`src/bcr_cfg.svh`:
```
// constants for the branch, call and return execution unit
// assumes one clock cycle per processor clock state
`ifndef BCR_CFG_SVH
`define BCR_CFG_SVH

// ******
// opcodes and opcode fields
// ******
`define BCR_OP_REL 8'h18
`define BCR_OP_LOOP 8'h10
`define BCR_OP_ABS 8'hc3
`define BCR_OP_CALL 8'hcd
`define BCR_OP_EXIT 8'hc9
`define BCR_OP_MI_EXIT 8'h4d
`define BCR_OP_NMI_EXIT 8'h45
`define BCR_TOP_RELCC 3'h1
`define BCR_TOP_GRP 2'h3
`define BCR_LOW_RELCC 3'h0
`define BCR_LOW_ABSCC 3'h2
`define BCR_LOW_CALLCC 3'h4
`define BCR_LOW_EXITCC 3'h0
`define BCR_LOW_RST 3'h7

// ******
// flag bit positions
// ******
`define BCR_FLAG_C 0
`define BCR_FLAG_PV 2
`define BCR_FLAG_Z 6
`define BCR_FLAG_S 7

// ******
// clock states per instruction and outcome
// ******
`define BCR_T_REL_TAKEN 5'h0c
`define BCR_T_REL_SKIP 5'h07
`define BCR_T_LOOP_TAKEN 5'h0d
`define BCR_T_LOOP_SKIP 5'h08
`define BCR_T_ABS 5'h0a
`define BCR_T_CALL 5'h11
`define BCR_T_CALL_SKIP 5'h0a
`define BCR_T_RET 5'h0a
`define BCR_T_RETCC_TAKEN 5'h0b
`define BCR_T_RETCC_SKIP 5'h05
`define BCR_T_RST 5'h0b
`define BCR_T_INT_EXIT 5'h0e
`define BCR_T_UNSUP 5'h04

// ******
// register map and reset values
// ******
`define BCR_REG_CTRL 4'h0
`define BCR_REG_STATUS 4'h1
`define BCR_REG_LAST_T 4'h2
`define BCR_REG_TAKEN_CNT 4'h3
`define BCR_REG_LAST_OP 4'h4
`define BCR_CTRL_RESET 8'h01
`define BCR_CTRL_EN_BIT 0

`endif

```
`src/bcr_pkg.sv`:
```
// types for the branch, call and return execution unit
// assumes nothing of its surroundings
package bcr_pkg;
  typedef enum logic [2:0] {
    ST_IDLE = 3'b000,
    ST_PUSH_HI = 3'b001,
    ST_PUSH_LO = 3'b010,
    ST_POP_LO = 3'b011,
    ST_POP_HI = 3'b100,
    ST_WAIT = 3'b101
  } bcr_state_e;
endpackage

```
`src/bcr_cond_eval.sv`:
```
// condition field evaluator for conditional transfers
// assumes flags laid out sign, zero, -, half, -, parity, subtract, carry
`timescale 1ns/1ps
`default_nettype none
`include "bcr_cfg.svh"

module bcr_cond_eval (
  input wire logic [2:0] sel_i,   // condition field
  input wire logic [7:0] flags_i, // flag register
  output logic true_o             // condition holds
);
  // ******
  // condition decode
  // ******
  logic [7:0] cond_vec;
  assign cond_vec[0] = ~flags_i[`BCR_FLAG_Z];  // cond_nonzero; see [RQ11]
  assign cond_vec[1] = flags_i[`BCR_FLAG_Z];
  assign cond_vec[2] = ~flags_i[`BCR_FLAG_C];
  assign cond_vec[3] = flags_i[`BCR_FLAG_C];
  assign cond_vec[4] = ~flags_i[`BCR_FLAG_PV]; // cond_parity_odd
  assign cond_vec[5] = flags_i[`BCR_FLAG_PV];  // cond_parity_even; see [RQ11]
  assign cond_vec[6] = ~flags_i[`BCR_FLAG_S];  // positive; see [RQ11]
  assign cond_vec[7] = flags_i[`BCR_FLAG_S];   // negative; see [RQ11]
  assign true_o = cond_vec[sel_i];
endmodule
`default_nettype wire

```
`src/bcr_unit.sv`:
```
// branch, call and return execution unit of an 8-bit processor core
// assumes decode hands over one opcode with its operands per EXEC_I pulse,
// and a byte-wide memory port that answers reads in the following cycle
//
// Functional notes
// [RQ1] Branch-if-zero relative with zero set adds the displacement in 3 machine cycles and 12 states.
// [RQ2] Branch-if-not-zero relative falls through in 7 states with zero set, else branches in 12.
// [RQ3] The loop branch decrements B and falls through in 8 states on zero, else branches in 13.
// [RQ4] The displacement is signed two's complement, reaching -126 to 129 from the instruction.
// [RQ5] The program counter is advanced by 2 before the displacement is added.
// [RQ6] The encoder places target offset minus two in the displacement byte.
// [RQ7] No transfer in this group changes any flag.
// [RQ8] A conditional call skips in 10 states when false and does a full call in 17 when true.
// [RQ9] Restart takes its vector 00h to 38h in steps of eight from a 3-bit opcode field.
// [RQ10] Restart pushes the high byte to stack minus one, low to minus two, then jumps in 11 states.
// [RQ11] The condition field decodes non-zero, zero, no carry, carry, odd, even, positive, negative.
// [RQ12] A call pushes the return address high then low below the stack, drops it by two, and jumps.
// [RQ13] A taken return pops the low byte then the high byte and raises the stack pointer by two.
//
// The strobed register port and the address map were left to the implementer.
`timescale 1ns/1ps
`default_nettype none
`include "bcr_cfg.svh"

module bcr_unit
  import bcr_pkg::*;
(
  input wire logic CLK_I,               // core clock
  input wire logic RESETN_I,            // async reset, active low
  input wire logic CE_I,                // clock enable
  input wire logic EXEC_I,              // start one instruction
  input wire logic PREFIX_ED_I,         // opcode follows the ed prefix
  input wire logic [7:0] OPCODE_I,      // opcode byte
  input wire logic [15:0] OPERAND_I,    // immediate word, displacement in low byte
  input wire logic [15:0] PC_I,         // address of the instruction
  input wire logic [15:0] SP_I,         // stack pointer
  input wire logic [7:0] B_I,           // loop counter register
  input wire logic [7:0] FLAGS_I,       // flag register
  input wire logic [7:0] MEM_RDATA_I,   // stack read data
  input wire logic [3:0] REG_ADDR_I,    // register address
  input wire logic [7:0] REG_WDATA_I,   // register write data
  input wire logic REG_WR_I,            // register write strobe
  input wire logic REG_RD_I,            // register read strobe
  output logic BUSY_O,                  // instruction in progress
  output logic DONE_O,                  // results valid, one cycle
  output logic TAKEN_O,                 // transfer was taken
  output logic UNSUP_O,                 // opcode not in this group
  output logic [15:0] PC_O,             // new program counter
  output logic [15:0] SP_O,             // new stack pointer
  output logic [7:0] B_O,               // new loop counter
  output logic [7:0] FLAGS_O,           // flags, untouched
  output logic [1:0] BYTES_O,           // instruction length
  output logic [2:0] MCYC_O,            // machine cycles used
  output logic [4:0] TSTATES_O,         // clock states used
  output logic MEM_WR_O,                // stack write strobe
  output logic MEM_RD_O,                // stack read strobe
  output logic [15:0] MEM_ADDR_O,       // stack address
  output logic [7:0] MEM_WDATA_O,       // stack write data
  output logic [7:0] REG_RDATA_O        // register read data
);

  // ******
  // state
  // ******
  // results latched at accept, shown at done
  bcr_state_e state;
  bcr_state_e next_state;
  logic [4:0] tcnt;
  logic [4:0] t_need;
  logic pop_tail;
  logic [15:0] res_pc;
  logic [15:0] res_sp;
  logic [7:0] res_b;
  logic [7:0] res_flags;
  logic [15:0] ret_lat;
  logic res_taken;
  logic res_unsup;
  logic [1:0] res_bytes;
  logic [2:0] res_mcyc;
  logic [7:0] ctrl;
  logic [7:0] taken_cnt;
  logic [7:0] last_op;
  logic last_cond;

  // ******
  // opcode decode
  // ******
  wire logic plain = ~PREFIX_ED_I;
  wire logic grp = plain & (OPCODE_I[7:6] == `BCR_TOP_GRP);
  wire logic is_relb = plain & (OPCODE_I == `BCR_OP_REL);
  wire logic is_jrcc = plain & (OPCODE_I[7:5] == `BCR_TOP_RELCC) & (OPCODE_I[2:0] == `BCR_LOW_RELCC);
  wire logic is_loop = plain & (OPCODE_I == `BCR_OP_LOOP);
  wire logic is_abs = plain & (OPCODE_I == `BCR_OP_ABS);
  wire logic is_jpcc = grp & (OPCODE_I[2:0] == `BCR_LOW_ABSCC);
  wire logic is_call = plain & (OPCODE_I == `BCR_OP_CALL);
  wire logic is_callcc = grp & (OPCODE_I[2:0] == `BCR_LOW_CALLCC);
  wire logic is_exit = plain & (OPCODE_I == `BCR_OP_EXIT);
  wire logic is_retcc = grp & (OPCODE_I[2:0] == `BCR_LOW_EXITCC);
  wire logic is_rst = grp & (OPCODE_I[2:0] == `BCR_LOW_RST);
  wire logic is_int_exit = PREFIX_ED_I & ((OPCODE_I == `BCR_OP_MI_EXIT) | (OPCODE_I == `BCR_OP_NMI_EXIT));
  wire logic is_rel = is_relb | is_jrcc | is_loop;
  wire logic is_known = is_rel | is_abs | is_jpcc | is_call | is_callcc | is_exit | is_retcc | is_rst | is_int_exit;

  // ******
  // conditions
  // ******
  // flags are only read, never written here
  wire logic cond_ok;
  // relative branches only reach the first four codes
  wire logic [2:0] cond_sel = is_jrcc ? {1'b0, OPCODE_I[4:3]} : OPCODE_I[5:3];
  wire logic [7:0] b_dec = B_I - 8'h01;           // see [RQ3]
  wire logic loop_go = is_loop & (b_dec != 8'h00); // see [RQ3]

  bcr_cond_eval u_cond (
    .sel_i(cond_sel),
    .flags_i(FLAGS_I),
    .true_o(cond_ok)
  );

  wire logic cc_go = (is_jrcc | is_jpcc | is_callcc | is_retcc) & cond_ok; // see [RQ1] [RQ2] [RQ11]
  wire logic go = is_relb | is_abs | is_call | is_exit | is_int_exit | is_rst | cc_go | loop_go;
  wire logic do_push = go & (is_call | is_callcc | is_rst);  // see [RQ8] [RQ10] [RQ12]
  wire logic do_pop = go & (is_exit | is_retcc | is_int_exit); // see [RQ13]

  // ******
  // lengths and timing
  // ******
  wire logic [1:0] bytes_sel = (is_abs | is_jpcc | is_call | is_callcc) ? 2'h3 :
                               (is_rel | is_int_exit) ? 2'h2 : 2'h1;
  wire logic [4:0] t_sel =
    ~is_known ? `BCR_T_UNSUP :
    is_rel & ~is_loop ? (go ? `BCR_T_REL_TAKEN : `BCR_T_REL_SKIP) :   // see [RQ1] [RQ2]
    is_loop ? (go ? `BCR_T_LOOP_TAKEN : `BCR_T_LOOP_SKIP) :           // see [RQ3]
    (is_abs | is_jpcc) ? `BCR_T_ABS :
    (is_call | is_callcc) ? (go ? `BCR_T_CALL : `BCR_T_CALL_SKIP) :   // see [RQ8]
    is_exit ? `BCR_T_RET :
    is_retcc ? (go ? `BCR_T_RETCC_TAKEN : `BCR_T_RETCC_SKIP) :
    is_rst ? `BCR_T_RST :                                             // see [RQ10]
    `BCR_T_INT_EXIT;
  wire logic [2:0] m_sel =
    ~is_known ? 3'h1 :
    (is_rel | is_retcc) ? (go ? 3'h3 : (is_retcc ? 3'h1 : 3'h2)) :    // see [RQ1]
    (is_call | is_callcc) ? (go ? 3'h5 : 3'h3) :
    is_int_exit ? 3'h4 : 3'h3;

  // ******
  // targets
  // ******
  // all sums wrap at 16 bits
  wire logic [15:0] fall_pc = PC_I + {14'h0000, bytes_sel};
  // counter already past opcode and displacement; see [RQ5] [RQ6]
  wire logic [15:0] adv_pc = PC_I + 16'h0002;
  // sign extended displacement; see [RQ4]
  wire logic [15:0] disp = {{8{OPERAND_I[7]}}, OPERAND_I[7:0]};
  wire logic [15:0] rel_pc = adv_pc + disp;                            // see [RQ1] [RQ2] [RQ3]
  wire logic [15:0] rst_pc = {8'h00, 2'b00, OPCODE_I[5:3], 3'b000};   // see [RQ9] [RQ10]
  wire logic [15:0] tgt_pc =
    ~go ? fall_pc :
    is_rel ? rel_pc :
    is_rst ? rst_pc : OPERAND_I;                                       // see [RQ12]
  wire logic [15:0] tgt_sp = do_push ? SP_I - 16'h0002 :              // see [RQ12]
                             do_pop ? SP_I + 16'h0002 : SP_I;          // see [RQ13]

  // ******
  // stack sequencing
  // ******
  // pushes and pops run ahead of the state count;
  // pop_tail holds off finish until the high byte lands
  wire logic accept = EXEC_I & (state == ST_IDLE) & ctrl[`BCR_CTRL_EN_BIT];
  wire logic finish = (state == ST_WAIT) & ~pop_tail & (tcnt == t_need);
  wire logic [15:0] sp_cur = (state == ST_IDLE) ? SP_I : res_sp;
  wire logic [15:0] ret_cur = (state == ST_IDLE) ? fall_pc : ret_lat;
  // stack base seen before the pointer moved
  wire logic [15:0] sp_base = (state == ST_IDLE) ? sp_cur :
                              (next_state == ST_PUSH_HI || next_state == ST_PUSH_LO) ? sp_cur + 16'h0002 :
                              sp_cur - 16'h0002;

  always_comb begin
    next_state = state;
    unique case (state)
      ST_IDLE: begin
        if (accept) begin
          next_state = do_push ? ST_PUSH_HI : (do_pop ? ST_POP_LO : ST_WAIT);
        end
      end
      ST_PUSH_HI: next_state = ST_PUSH_LO;
      ST_PUSH_LO: next_state = ST_WAIT;
      ST_POP_LO: next_state = ST_POP_HI;
      ST_POP_HI: next_state = ST_WAIT;
      ST_WAIT: begin
        if (finish) begin
          next_state = ST_IDLE;
        end
      end
      default: next_state = ST_IDLE;
    endcase
  end

  wire logic nx_push_hi = (next_state == ST_PUSH_HI);
  wire logic nx_push_lo = (next_state == ST_PUSH_LO);
  wire logic nx_pop_lo = (next_state == ST_POP_LO);
  wire logic nx_pop_hi = (next_state == ST_POP_HI);
  wire logic [15:0] next_addr =
    nx_push_hi ? sp_base - 16'h0001 :       // see [RQ10] [RQ12]
    nx_push_lo ? sp_base - 16'h0002 :       // see [RQ10] [RQ12]
    nx_pop_lo ? sp_base :                   // see [RQ13]
    nx_pop_hi ? sp_base + 16'h0001 : 16'h0000;
  wire logic [7:0] next_wdata = nx_push_hi ? ret_cur[15:8] : (nx_push_lo ? ret_cur[7:0] : 8'h00);

  always_ff @(posedge CLK_I or negedge RESETN_I) begin
    if (!RESETN_I) begin
      state <= ST_IDLE;
      tcnt <= 5'h00;
      pop_tail <= 1'b0;
    end else if (CE_I) begin
      state <= next_state;
      tcnt <= accept ? 5'h01 : tcnt + 5'h01;
      pop_tail <= (state == ST_POP_HI);
    end
  end

  always_ff @(posedge CLK_I or negedge RESETN_I) begin
    if (!RESETN_I) begin
      MEM_WR_O <= 1'b0;
      MEM_RD_O <= 1'b0;
      MEM_ADDR_O <= 16'h0000;
      MEM_WDATA_O <= 8'h00;
    end else if (CE_I) begin
      MEM_WR_O <= nx_push_hi | nx_push_lo;
      MEM_RD_O <= nx_pop_lo | nx_pop_hi;
      MEM_ADDR_O <= next_addr;
      MEM_WDATA_O <= next_wdata;
    end
  end

  // ******
  // result capture
  // ******
  // popped bytes overwrite the latched target
  always_ff @(posedge CLK_I or negedge RESETN_I) begin
    if (!RESETN_I) begin
      res_pc <= 16'h0000;
      res_sp <= 16'h0000;
      res_b <= 8'h00;
      res_flags <= 8'h00;
      ret_lat <= 16'h0000;
      t_need <= 5'h00;
      res_taken <= 1'b0;
      res_unsup <= 1'b0;
      res_bytes <= 2'h0;
      res_mcyc <= 3'h0;
    end else if (CE_I) begin
      if (accept) begin
        res_pc <= tgt_pc;
        res_sp <= tgt_sp;
        res_b <= is_loop ? b_dec : B_I;  // see [RQ3]
        res_flags <= FLAGS_I;            // flags pass untouched; see [RQ7]
        ret_lat <= fall_pc;
        t_need <= t_sel;
        res_taken <= go;
        res_unsup <= ~is_known;
        res_bytes <= bytes_sel;
        res_mcyc <= m_sel;
      end else if (state == ST_POP_HI) begin
        res_pc[7:0] <= MEM_RDATA_I;      // low byte from stack top; see [RQ13]
      end else if (pop_tail) begin
        res_pc[15:8] <= MEM_RDATA_I;     // high byte from next location; see [RQ13]
      end
    end
  end

  // ******
  // result outputs
  // ******
  // outputs hold until the next done pulse
  always_ff @(posedge CLK_I or negedge RESETN_I) begin
    if (!RESETN_I) begin
      DONE_O <= 1'b0;
      BUSY_O <= 1'b0;
      TAKEN_O <= 1'b0;
      UNSUP_O <= 1'b0;
      PC_O <= 16'h0000;
      SP_O <= 16'h0000;
      B_O <= 8'h00;
      FLAGS_O <= 8'h00;
      BYTES_O <= 2'h0;
      MCYC_O <= 3'h0;
      TSTATES_O <= 5'h00;
    end else if (CE_I) begin
      DONE_O <= finish;
      BUSY_O <= (next_state != ST_IDLE);
      if (finish) begin
        TAKEN_O <= res_taken;
        UNSUP_O <= res_unsup;
        PC_O <= res_pc;
        SP_O <= res_sp;
        B_O <= res_b;
        FLAGS_O <= res_flags;            // see [RQ7]
        BYTES_O <= res_bytes;
        MCYC_O <= res_mcyc;
        TSTATES_O <= tcnt;
      end
    end
  end

  // ******
  // register port
  // ******
  // read data stand one cycle, zero otherwise
  wire logic wr_ctrl = REG_WR_I & (REG_ADDR_I == `BCR_REG_CTRL);
  wire logic wr_cnt = REG_WR_I & (REG_ADDR_I == `BCR_REG_TAKEN_CNT);
  wire logic cnt_inc = finish & res_taken;
  // a count arriving with the clear survives as one
  wire logic [7:0] next_cnt = cnt_inc ? (wr_cnt ? 8'h01 : taken_cnt + 8'h01) :
                              (wr_cnt ? 8'h00 : taken_cnt);
  wire logic [7:0] status_word = {5'h00, res_unsup, last_cond, BUSY_O};
  wire logic [7:0] rd_mux =
    (REG_ADDR_I == `BCR_REG_CTRL) ? ctrl :
    (REG_ADDR_I == `BCR_REG_STATUS) ? status_word :
    (REG_ADDR_I == `BCR_REG_LAST_T) ? {3'h0, TSTATES_O} :
    (REG_ADDR_I == `BCR_REG_TAKEN_CNT) ? taken_cnt :
    (REG_ADDR_I == `BCR_REG_LAST_OP) ? last_op : 8'h00;

  always_ff @(posedge CLK_I or negedge RESETN_I) begin
    if (!RESETN_I) begin
      ctrl <= `BCR_CTRL_RESET;
      taken_cnt <= 8'h00;
      last_op <= 8'h00;
      last_cond <= 1'b0;
      REG_RDATA_O <= 8'h00;
    end else if (CE_I) begin
      if (wr_ctrl) begin
        ctrl <= {7'h00, REG_WDATA_I[`BCR_CTRL_EN_BIT]};
      end
      taken_cnt <= next_cnt;
      if (accept) begin
        last_op <= OPCODE_I;
        last_cond <= cond_ok;
      end
      REG_RDATA_O <= REG_RD_I ? rd_mux : 8'h00;
    end
  end

endmodule
`default_nettype wire

```
`config.mk`:
```
export PLATFORM = sky130hd
export DESIGN_NAME = bcr_unit
export DESIGN_NICKNAME = d
export VERILOG_FILES = /design/src/bcr_pkg.sv /design/src/bcr_cond_eval.sv /design/src/bcr_unit.sv
export VERILOG_INCLUDE_DIRS = /design/src /design/src/src
export SDC_FILE = /design/constraint.sdc
export NUM_CORES = 1
export LEC_CHECK = 0
export BUFFER_PORTS_ARGS = -buffer_cell sky130_fd_sc_hd__buf_2
export CAP_MARGIN = 20
export CORE_UTILIZATION = 47
export DETAILED_ROUTE_END_ITERATION = 10
export PLACE_DENSITY = 0.7
export SLEW_MARGIN = 20
export SYNTH_ARGS = -nofsm -noshare
export SYNTH_HDL_FRONTEND = slang
export SYNTH_SLANG_ARGS = --single-unit
export TNS_END_PERCENT = 5
```
`constraint.sdc`:
```
create_clock -name CLK_I -period 7.4 [get_ports CLK_I]
set_input_delay 1.11 -clock CLK_I [delete_from_list [all_inputs] [get_ports CLK_I]]
set_output_delay 1.11 -clock CLK_I [all_outputs]
set_load 0.005 [all_outputs]
```
* After elaboration in Yosys (flattened, before gate mapping)
Index checks and enable logic that the tools add are counted. W data, S select, Z words.
Word-level totals: bits in registers 199, input bits 99, word-level logic and storage cells 215
Cells by class: add/subtract/negate cells 13, magnitude comparators 1, equality and inequality tests 27, multiplexer cells 59, bitwise operators 65, reductions and logical operators 16
Operators with widths (number):
- $mux W16 | 14
- $mux W8 | 15
- $add A16 B2 Y16 const B | 3
- $sub A16 B2 Y16 const B | 3
- $mux W3 | 12
- $mux W5 | 7
- $or A1 B1 Y1 | 32
- $and A1 B1 Y1 | 25
- $eq A8 B8 Y1 const B | 3
- $add A16 B1 Y16 const B | 1
- $add A16 B16 Y16 | 1
- $add A16 B2 Y16 | 1
- $eq A8 B5 Y1 const B | 2
- $eq A8 B7 Y1 const B | 2
- $mux W4 | 4
- $sub A16 B1 Y16 const B | 1
- $eq A3 B2 Y1 const B | 5
- $eq A3 B3 Y1 const B | 5
- $pmux W3 S5 | 1
- $reduce_and A2 Y1 | 5
- $eq A3 B1 Y1 const B | 3
- $add A8 B1 Y8 const B | 1
- $eq A4 B2 Y1 const B | 2
- $mux W2 | 4
- 19 further kinds | 29

* Depth between registers and ports, before layout
word-level depth 23, depth in mapped cells 25

* Cells and area by module
Synthesis repeated with hierarchy kept, for this count alone.
Unflattened totals: cells, all modules 1490, area total of the unflattened synthesis 13002.5 µm²
By module, submodules not included:
- bcr_unit | times used 1, cells an instance 1488, area each 12971.2 µm², seq. area each 4981.0 µm²
- bcr_cond_eval | times used 1, cells an instance 2, area each 31.3 µm², seq. area each 0.0 µm²

* Worst setup path before layout
Ideal clock, no wire load.
path kind input-to-reg, from in OPCODE_I[5], to reg MEM_ADDR_O[14], setup time 0.132 ns, arrival 6.123 ns, required time 7.268 ns, setup slack 1.145 ns, stages on the path 24, path buffers 2, path through clkbuf_1 or4b_1 a211o_1 o221ai_1 nor4_2 or3_1 clkbuf_1 nand2_1 inv_2 fa_1 nor2b_1 o21ai_0 nand2b_1 nand3_1 a211o_1 or3_1 o211ai_2 mux2i_1 nor4b_2 nand4_1 o21ai_0 o21ai_0 a221oi_1 a21oi_1
On the way: word-level cells in the longest chain between the ends 23, elaborated cells on any way between the ends 56
Ends and longest elaborated chain:
- start, declared | RTL line bcr_unit.sv:33 | input wire logic [7:0] OPCODE_I,
- $eq A3 B1 Y1 (no source line) (tied with other cells)
- $and A1 B1 Y1, on equally long branches | RTL line bcr_unit.sv:91, bcr_unit.sv:90, bcr_unit.sv:93
- $and A1 B1 Y1 or $or A1 B1 Y1 (tied branches) | RTL line bcr_unit.sv:91, bcr_unit.sv:121
- $mux W3 (tied with other cells) | RTL line bcr_unit.sv:110 | wire logic [2:0] cond_sel = is_jrcc ? {1'b0, OPCODE_I[4:3]} : OPCODE_I[5:3];
- $bmux W1 S3 (tied with other cells) | RTL line bcr_cond_eval.sv:24 | assign true_o = cond_vec[sel_i];
- $mux W1 (implied by the code) (tied with other cells) | RTL line bcr_cond_eval.sv:24
- $and A1 B1 Y1 or $or A1 B1 Y1 (tied branches) | RTL line bcr_unit.sv:120, bcr_unit.sv:121
- $or A1 B1 Y1 (2 in series) | RTL line bcr_unit.sv:121 | wire logic go = is_relb | is_abs | is_call | is_exit | is_int_exit | is_rst | cc_go | loop_go;
- [... 6 more ...]
- $logic_or A1 B1 Y1 | RTL line bcr_unit.sv:175 | (next_state == ST_PUSH_HI || next_state == ST_PUSH_LO) ? sp_cur + 16'h0002 :
- $mux W16 | RTL line bcr_unit.sv:175
- $mux W16 | RTL line bcr_unit.sv:174 | wire logic [15:0] sp_base = (state == ST_IDLE) ? sp_cur :
- $add A16 B1 Y16 | RTL line bcr_unit.sv:207 | nx_pop_hi ? sp_base + 16'h0001 : 16'h0000;
- $mux W16 | RTL line bcr_unit.sv:207
- $mux W16 | RTL line bcr_unit.sv:206 | nx_pop_lo ? sp_base :
- $mux W16 | RTL line bcr_unit.sv:205 | nx_push_lo ? sp_base - 16'h0002 :
- $mux W16 * | RTL line bcr_unit.sv:204 | nx_push_hi ? sp_base - 16'h0001 :
- end signal, assigned | RTL line bcr_unit.sv:231 | MEM_ADDR_O <= next_addr;
- end, declared | RTL line bcr_unit.sv:57 | output logic [15:0] MEM_ADDR_O,
Mark *: on every way between the ends. The rest lies on a longest branch, timed or not. The select of a mux whose other input is x is not followed. A chain may end at the register's enable or synchronous reset.

* Worst setup path in the final report
from in B_I[0], to reg MEM_ADDR_O[15]
On the way: word-level cells in the longest chain between the ends 18, elaborated cells on any way between the ends 24
Ends and longest elaborated chain:
- start, declared | RTL line bcr_unit.sv:37 | input wire logic [7:0] B_I,
- $sub A8 B1 Y8 * | RTL line bcr_unit.sv:111 | wire logic [7:0] b_dec = B_I - 8'h01;
- $reduce_bool A8 Y1 * | RTL line bcr_unit.sv:112 | wire logic loop_go = is_loop & (b_dec != 8'h00);
- $and A1 B1 Y1 * | RTL line bcr_unit.sv:112
- $or A1 B1 Y1 * | RTL line bcr_unit.sv:121
- $and A1 B1 Y1 | RTL line bcr_unit.sv:123 | wire logic do_pop = go & (is_exit | is_retcc | is_int_exit);
- $mux W3 | RTL line bcr_unit.sv:183 | next_state = do_push ? ST_PUSH_HI : (do_pop ? ST_POP_LO : ST_WAIT);
- $mux W3 * | RTL line bcr_unit.sv:183
- $mux W3 * | RTL line bcr_unit.sv:182 | if (accept) begin
- [... 2 more ...]
- $logic_or A1 B1 Y1 | RTL line bcr_unit.sv:175
- $mux W16 | RTL line bcr_unit.sv:175
- $mux W16 | RTL line bcr_unit.sv:174
- $add A16 B1 Y16 | RTL line bcr_unit.sv:207
- $mux W16 | RTL line bcr_unit.sv:207
- $mux W16 | RTL line bcr_unit.sv:206
- $mux W16 | RTL line bcr_unit.sv:205
- $mux W16 * | RTL line bcr_unit.sv:204
Mark *: on every way between the ends. The rest lies on a longest branch, timed or not.

==> out/qor.yml <==
status: "completed"
grt_usage_pct: 26.3
place_congestion: 0.904
yosys_warnings: 0
num_io_pins: 195
numCtsBuffers: 17
yosys.area.top_type: "dfrtp_1"
critPathTopFamily: "simple AND/OR/NAND/NOR gates"
cts-root-buf: "clkbuf_16"
antenna_left: 0
netlist_instances: 1484
post_drt_wl_per_cell_um: 18.3
setup_violations: 0
p_sw_mw: 2.60
finalSetupTns_ns: 0
cts.clk_slew.worst_paths_ns: 0.07
min_period_over_period_pct: 86.5
syn_area_um2: 12900
yosys.area.top_type_share_pct: 38.2
startpoint_type: "input pin"
slew_viol_final: 0
via_per_inst: 5.88
drive_above_1_share_pct: 20.8
hold_class: "register to register"
end_kind: "register"
die_height_um: 168
final-hold-violation-count: 0
yosysMostFrequentCell: "nand2_1"
insertion_delay_ns: 0.44
synth_edf_count: 0
slowest_stage: "o41a_1"
ys_ff_latch: 198
fin_crit_ns: 6.40
maxSlewHeadroom_pct: 29.2
ctsHoldBuffers: 0
synthFlopType: "dfrtp_1"
htreeDepth: 4
dpl.hpwl_um: 26600
cts_max_path_buffers: 2
rsz0062_at_grt: "false"
final_core_util_pct: 54.8
cpMostUsedCell: "a21oi_1"
fmax_ghz: 0.156
grt_pass1_wl_um: 58900
maxCapViolations: 0
cts_setup_buffers: 0
pwr-share-seq_pct: 28.2
drc: 0
cts_tree: "built"
antenna_found_initial: 1
cp_max_fo: 6
num_rows: 60
place.port_buffers: 187
arrival_ns: 6.71
ir_drop_mv: 0.240
multi_input_area_um2: 7460
fin_cells: 1989
clockPowerShare_pct: 16.3
path_class: "input pin to register"
whs_ns: 0.471
syn_avg_cell_area_um2: 8.70
synth-async-reset-ratio_pct: 100
drtIter0Drc: 859
intPower_mw: 3.07
drt-total-wl_um: 36500
worst_path_largest_cell_delay_ns: 0.55
crit_required_ns: 7.71
first_pass_iters: 5
fill_cells: 2442
cts_sinks: 198
leakagePower_nw: 7.05
synthDistinctLibCells: 86
antennaDiodeCount: 0
p_sw_share_pct: 45.8
dp.cells: 1956
cts-resized-gates: 0
seqCellArea_um2: 4960
synth_area_leaders: "dfrtp_1, nand2_1, mux2_2"
die_area_um2: 28100
area_growth_pct: 14.3
synthTopCellsByCount: "nand2_1, dfrtp_1, o21ai_0"
grt_max_degree: 111
worstMarginPinSlew_ns: 1.06
fp.dieW_um: 168
start_util_pct: 47.9
layout.nets: 1791
design.core.area_um2: 27000
grt_pass1_vias: 11300
grt_overflow: 0
fin_skew_ns: 0.0125
worstPathBufferInverterCount: 3
synth_seq_area_share_pct: 38.4
vias: 11700
synth_nets: 1640
pwr-share-comb_pct: 55.5
powerDensity_nw_per_um2: 384
-- state kept, by name, summed over array words and instances, names as in the netlist, 15 cells and up --
register / cells
res_pc: 16
SP_O: 16
MEM_ADDR_O: 16
ret_lat: 15
res_sp: 16
PC_O: 16
-- power groups by stage --
stage | Sequential (mW) | Clock [mW] | Combinational [mW]
2_1_floorplan | 1.52 | 0 | 2.26
3_3_place_gp | 1.60 | 0 | 3.02
3_5_place_dp | 1.61 | 0 | 3.07
4_1_cts | 1.59 | 0.943 | 3.10
5_1_grt | 1.63 | 0.985 | 3.50
6_report | 1.59 | 0.924 | 3.15
-- cells by family after synthesis --
logic type / Yosys count / share of synthesized area [%]
buffers and inverters: 133 / 4.09
adder cells (fa/ha/maj): 57 / 5.70
multiplexers: 84 / 7.12
XOR/XNOR: 78 / 5.29
AO/OA/AOI/OAI: 395 / 19.6
AND/OR/NAND/NOR: 539 / 19.8
flip-flops: 198 / 38.4
-- per-layer routing --
layer	track usage [%]	wire length (um)	vias up
met5	0	10	-
met4	9.29	770	2
met2	41.4	16500	378
met1	36.7	17100	5638
li1	-	-	5624
met3	4.16	2080	55
-- placed cells by master, fill, tap and decap left out, types with 36 or more instances in the layout --
cell type and instances:
nand3_1 36, o21ai_0 135, a21oi_1 89, nor2_1 109, nand2_1 227, inv_1 50, xnor2_1 47, ha_1 54
buf_2 186, mux2_2 63, dfrtp_1 197
-- area by class of cell --
cell class | instances | share of cell area [%]
Clock inverter | 10 | 0.755
Clock buffer | 22 | 3.15
Tap cell | 341 | 2.89
Multi-Input combinational cell | 1153 | 50.6
Sequential cell | 198 | 33.6
Inverter | 52 | 1.32
Timing Repair Buffer | 213 | 7.72
-- final timing paths --
kind                                               start                    endpoint  slack, ns  depth (start not counted)
worst min register to register  res_flags[0]$_DFFE_PN0P_    res_flags[0]$_DFFE_PN0P_       0.47                          2
min in group asynchronous                       RESETN_I         TAKEN_O$_DFFE_PN0P_       0.72                          1
worst max register to register      state[0]$_DFFE_PN0P_  MEM_ADDR_O[15]$_DFFE_PN0P_       1.47                         21
worst max-delay path                              B_I[0]  MEM_ADDR_O[15]$_DFFE_PN0P_       1.00                         25
worst min-delay path            res_flags[0]$_DFFE_PN0P_    res_flags[0]$_DFFE_PN0P_       0.47                          2
max in group asynchronous                       RESETN_I        SP_O[14]$_DFFE_PN0P_       5.38                          2
-- worst register-to-register path, cell delays in order (launching register included) --
cell and delay (ns):
dfrtp_1 0.62, or4_1 0.67, buf_4 0.27, o221ai_1 0.41, a221oi_2 0.08, nand2_1 0.18, inv_2 0.07, fa_1 0.44
nor2b_1 0.16, o21ai_0 0.09, nand2b_1 0.14, nand3_1 0.11, a211o_1 0.29, or3_1 0.34, o211ai_2 0.18, mux2i_1 0.27
nor4b_2 0.32, nand4_1 0.30, nor3_2 0.29, a21oi_1 0.12, o32ai_1 0.34, a21oi_1 0.12
-- per-stage QoR --
stage	setup slack (ns)	cell area (um2)	total power, mW
CTS	1.03	14700	5.63
global placement	0.719	14200	4.61
detailed placement	0.595	14200	4.68
floorplan	1.15	12900	3.78
global route	0.468	14800	6.11
finish	1.00	14800	5.66
Power figures use the tool's default switching activity.
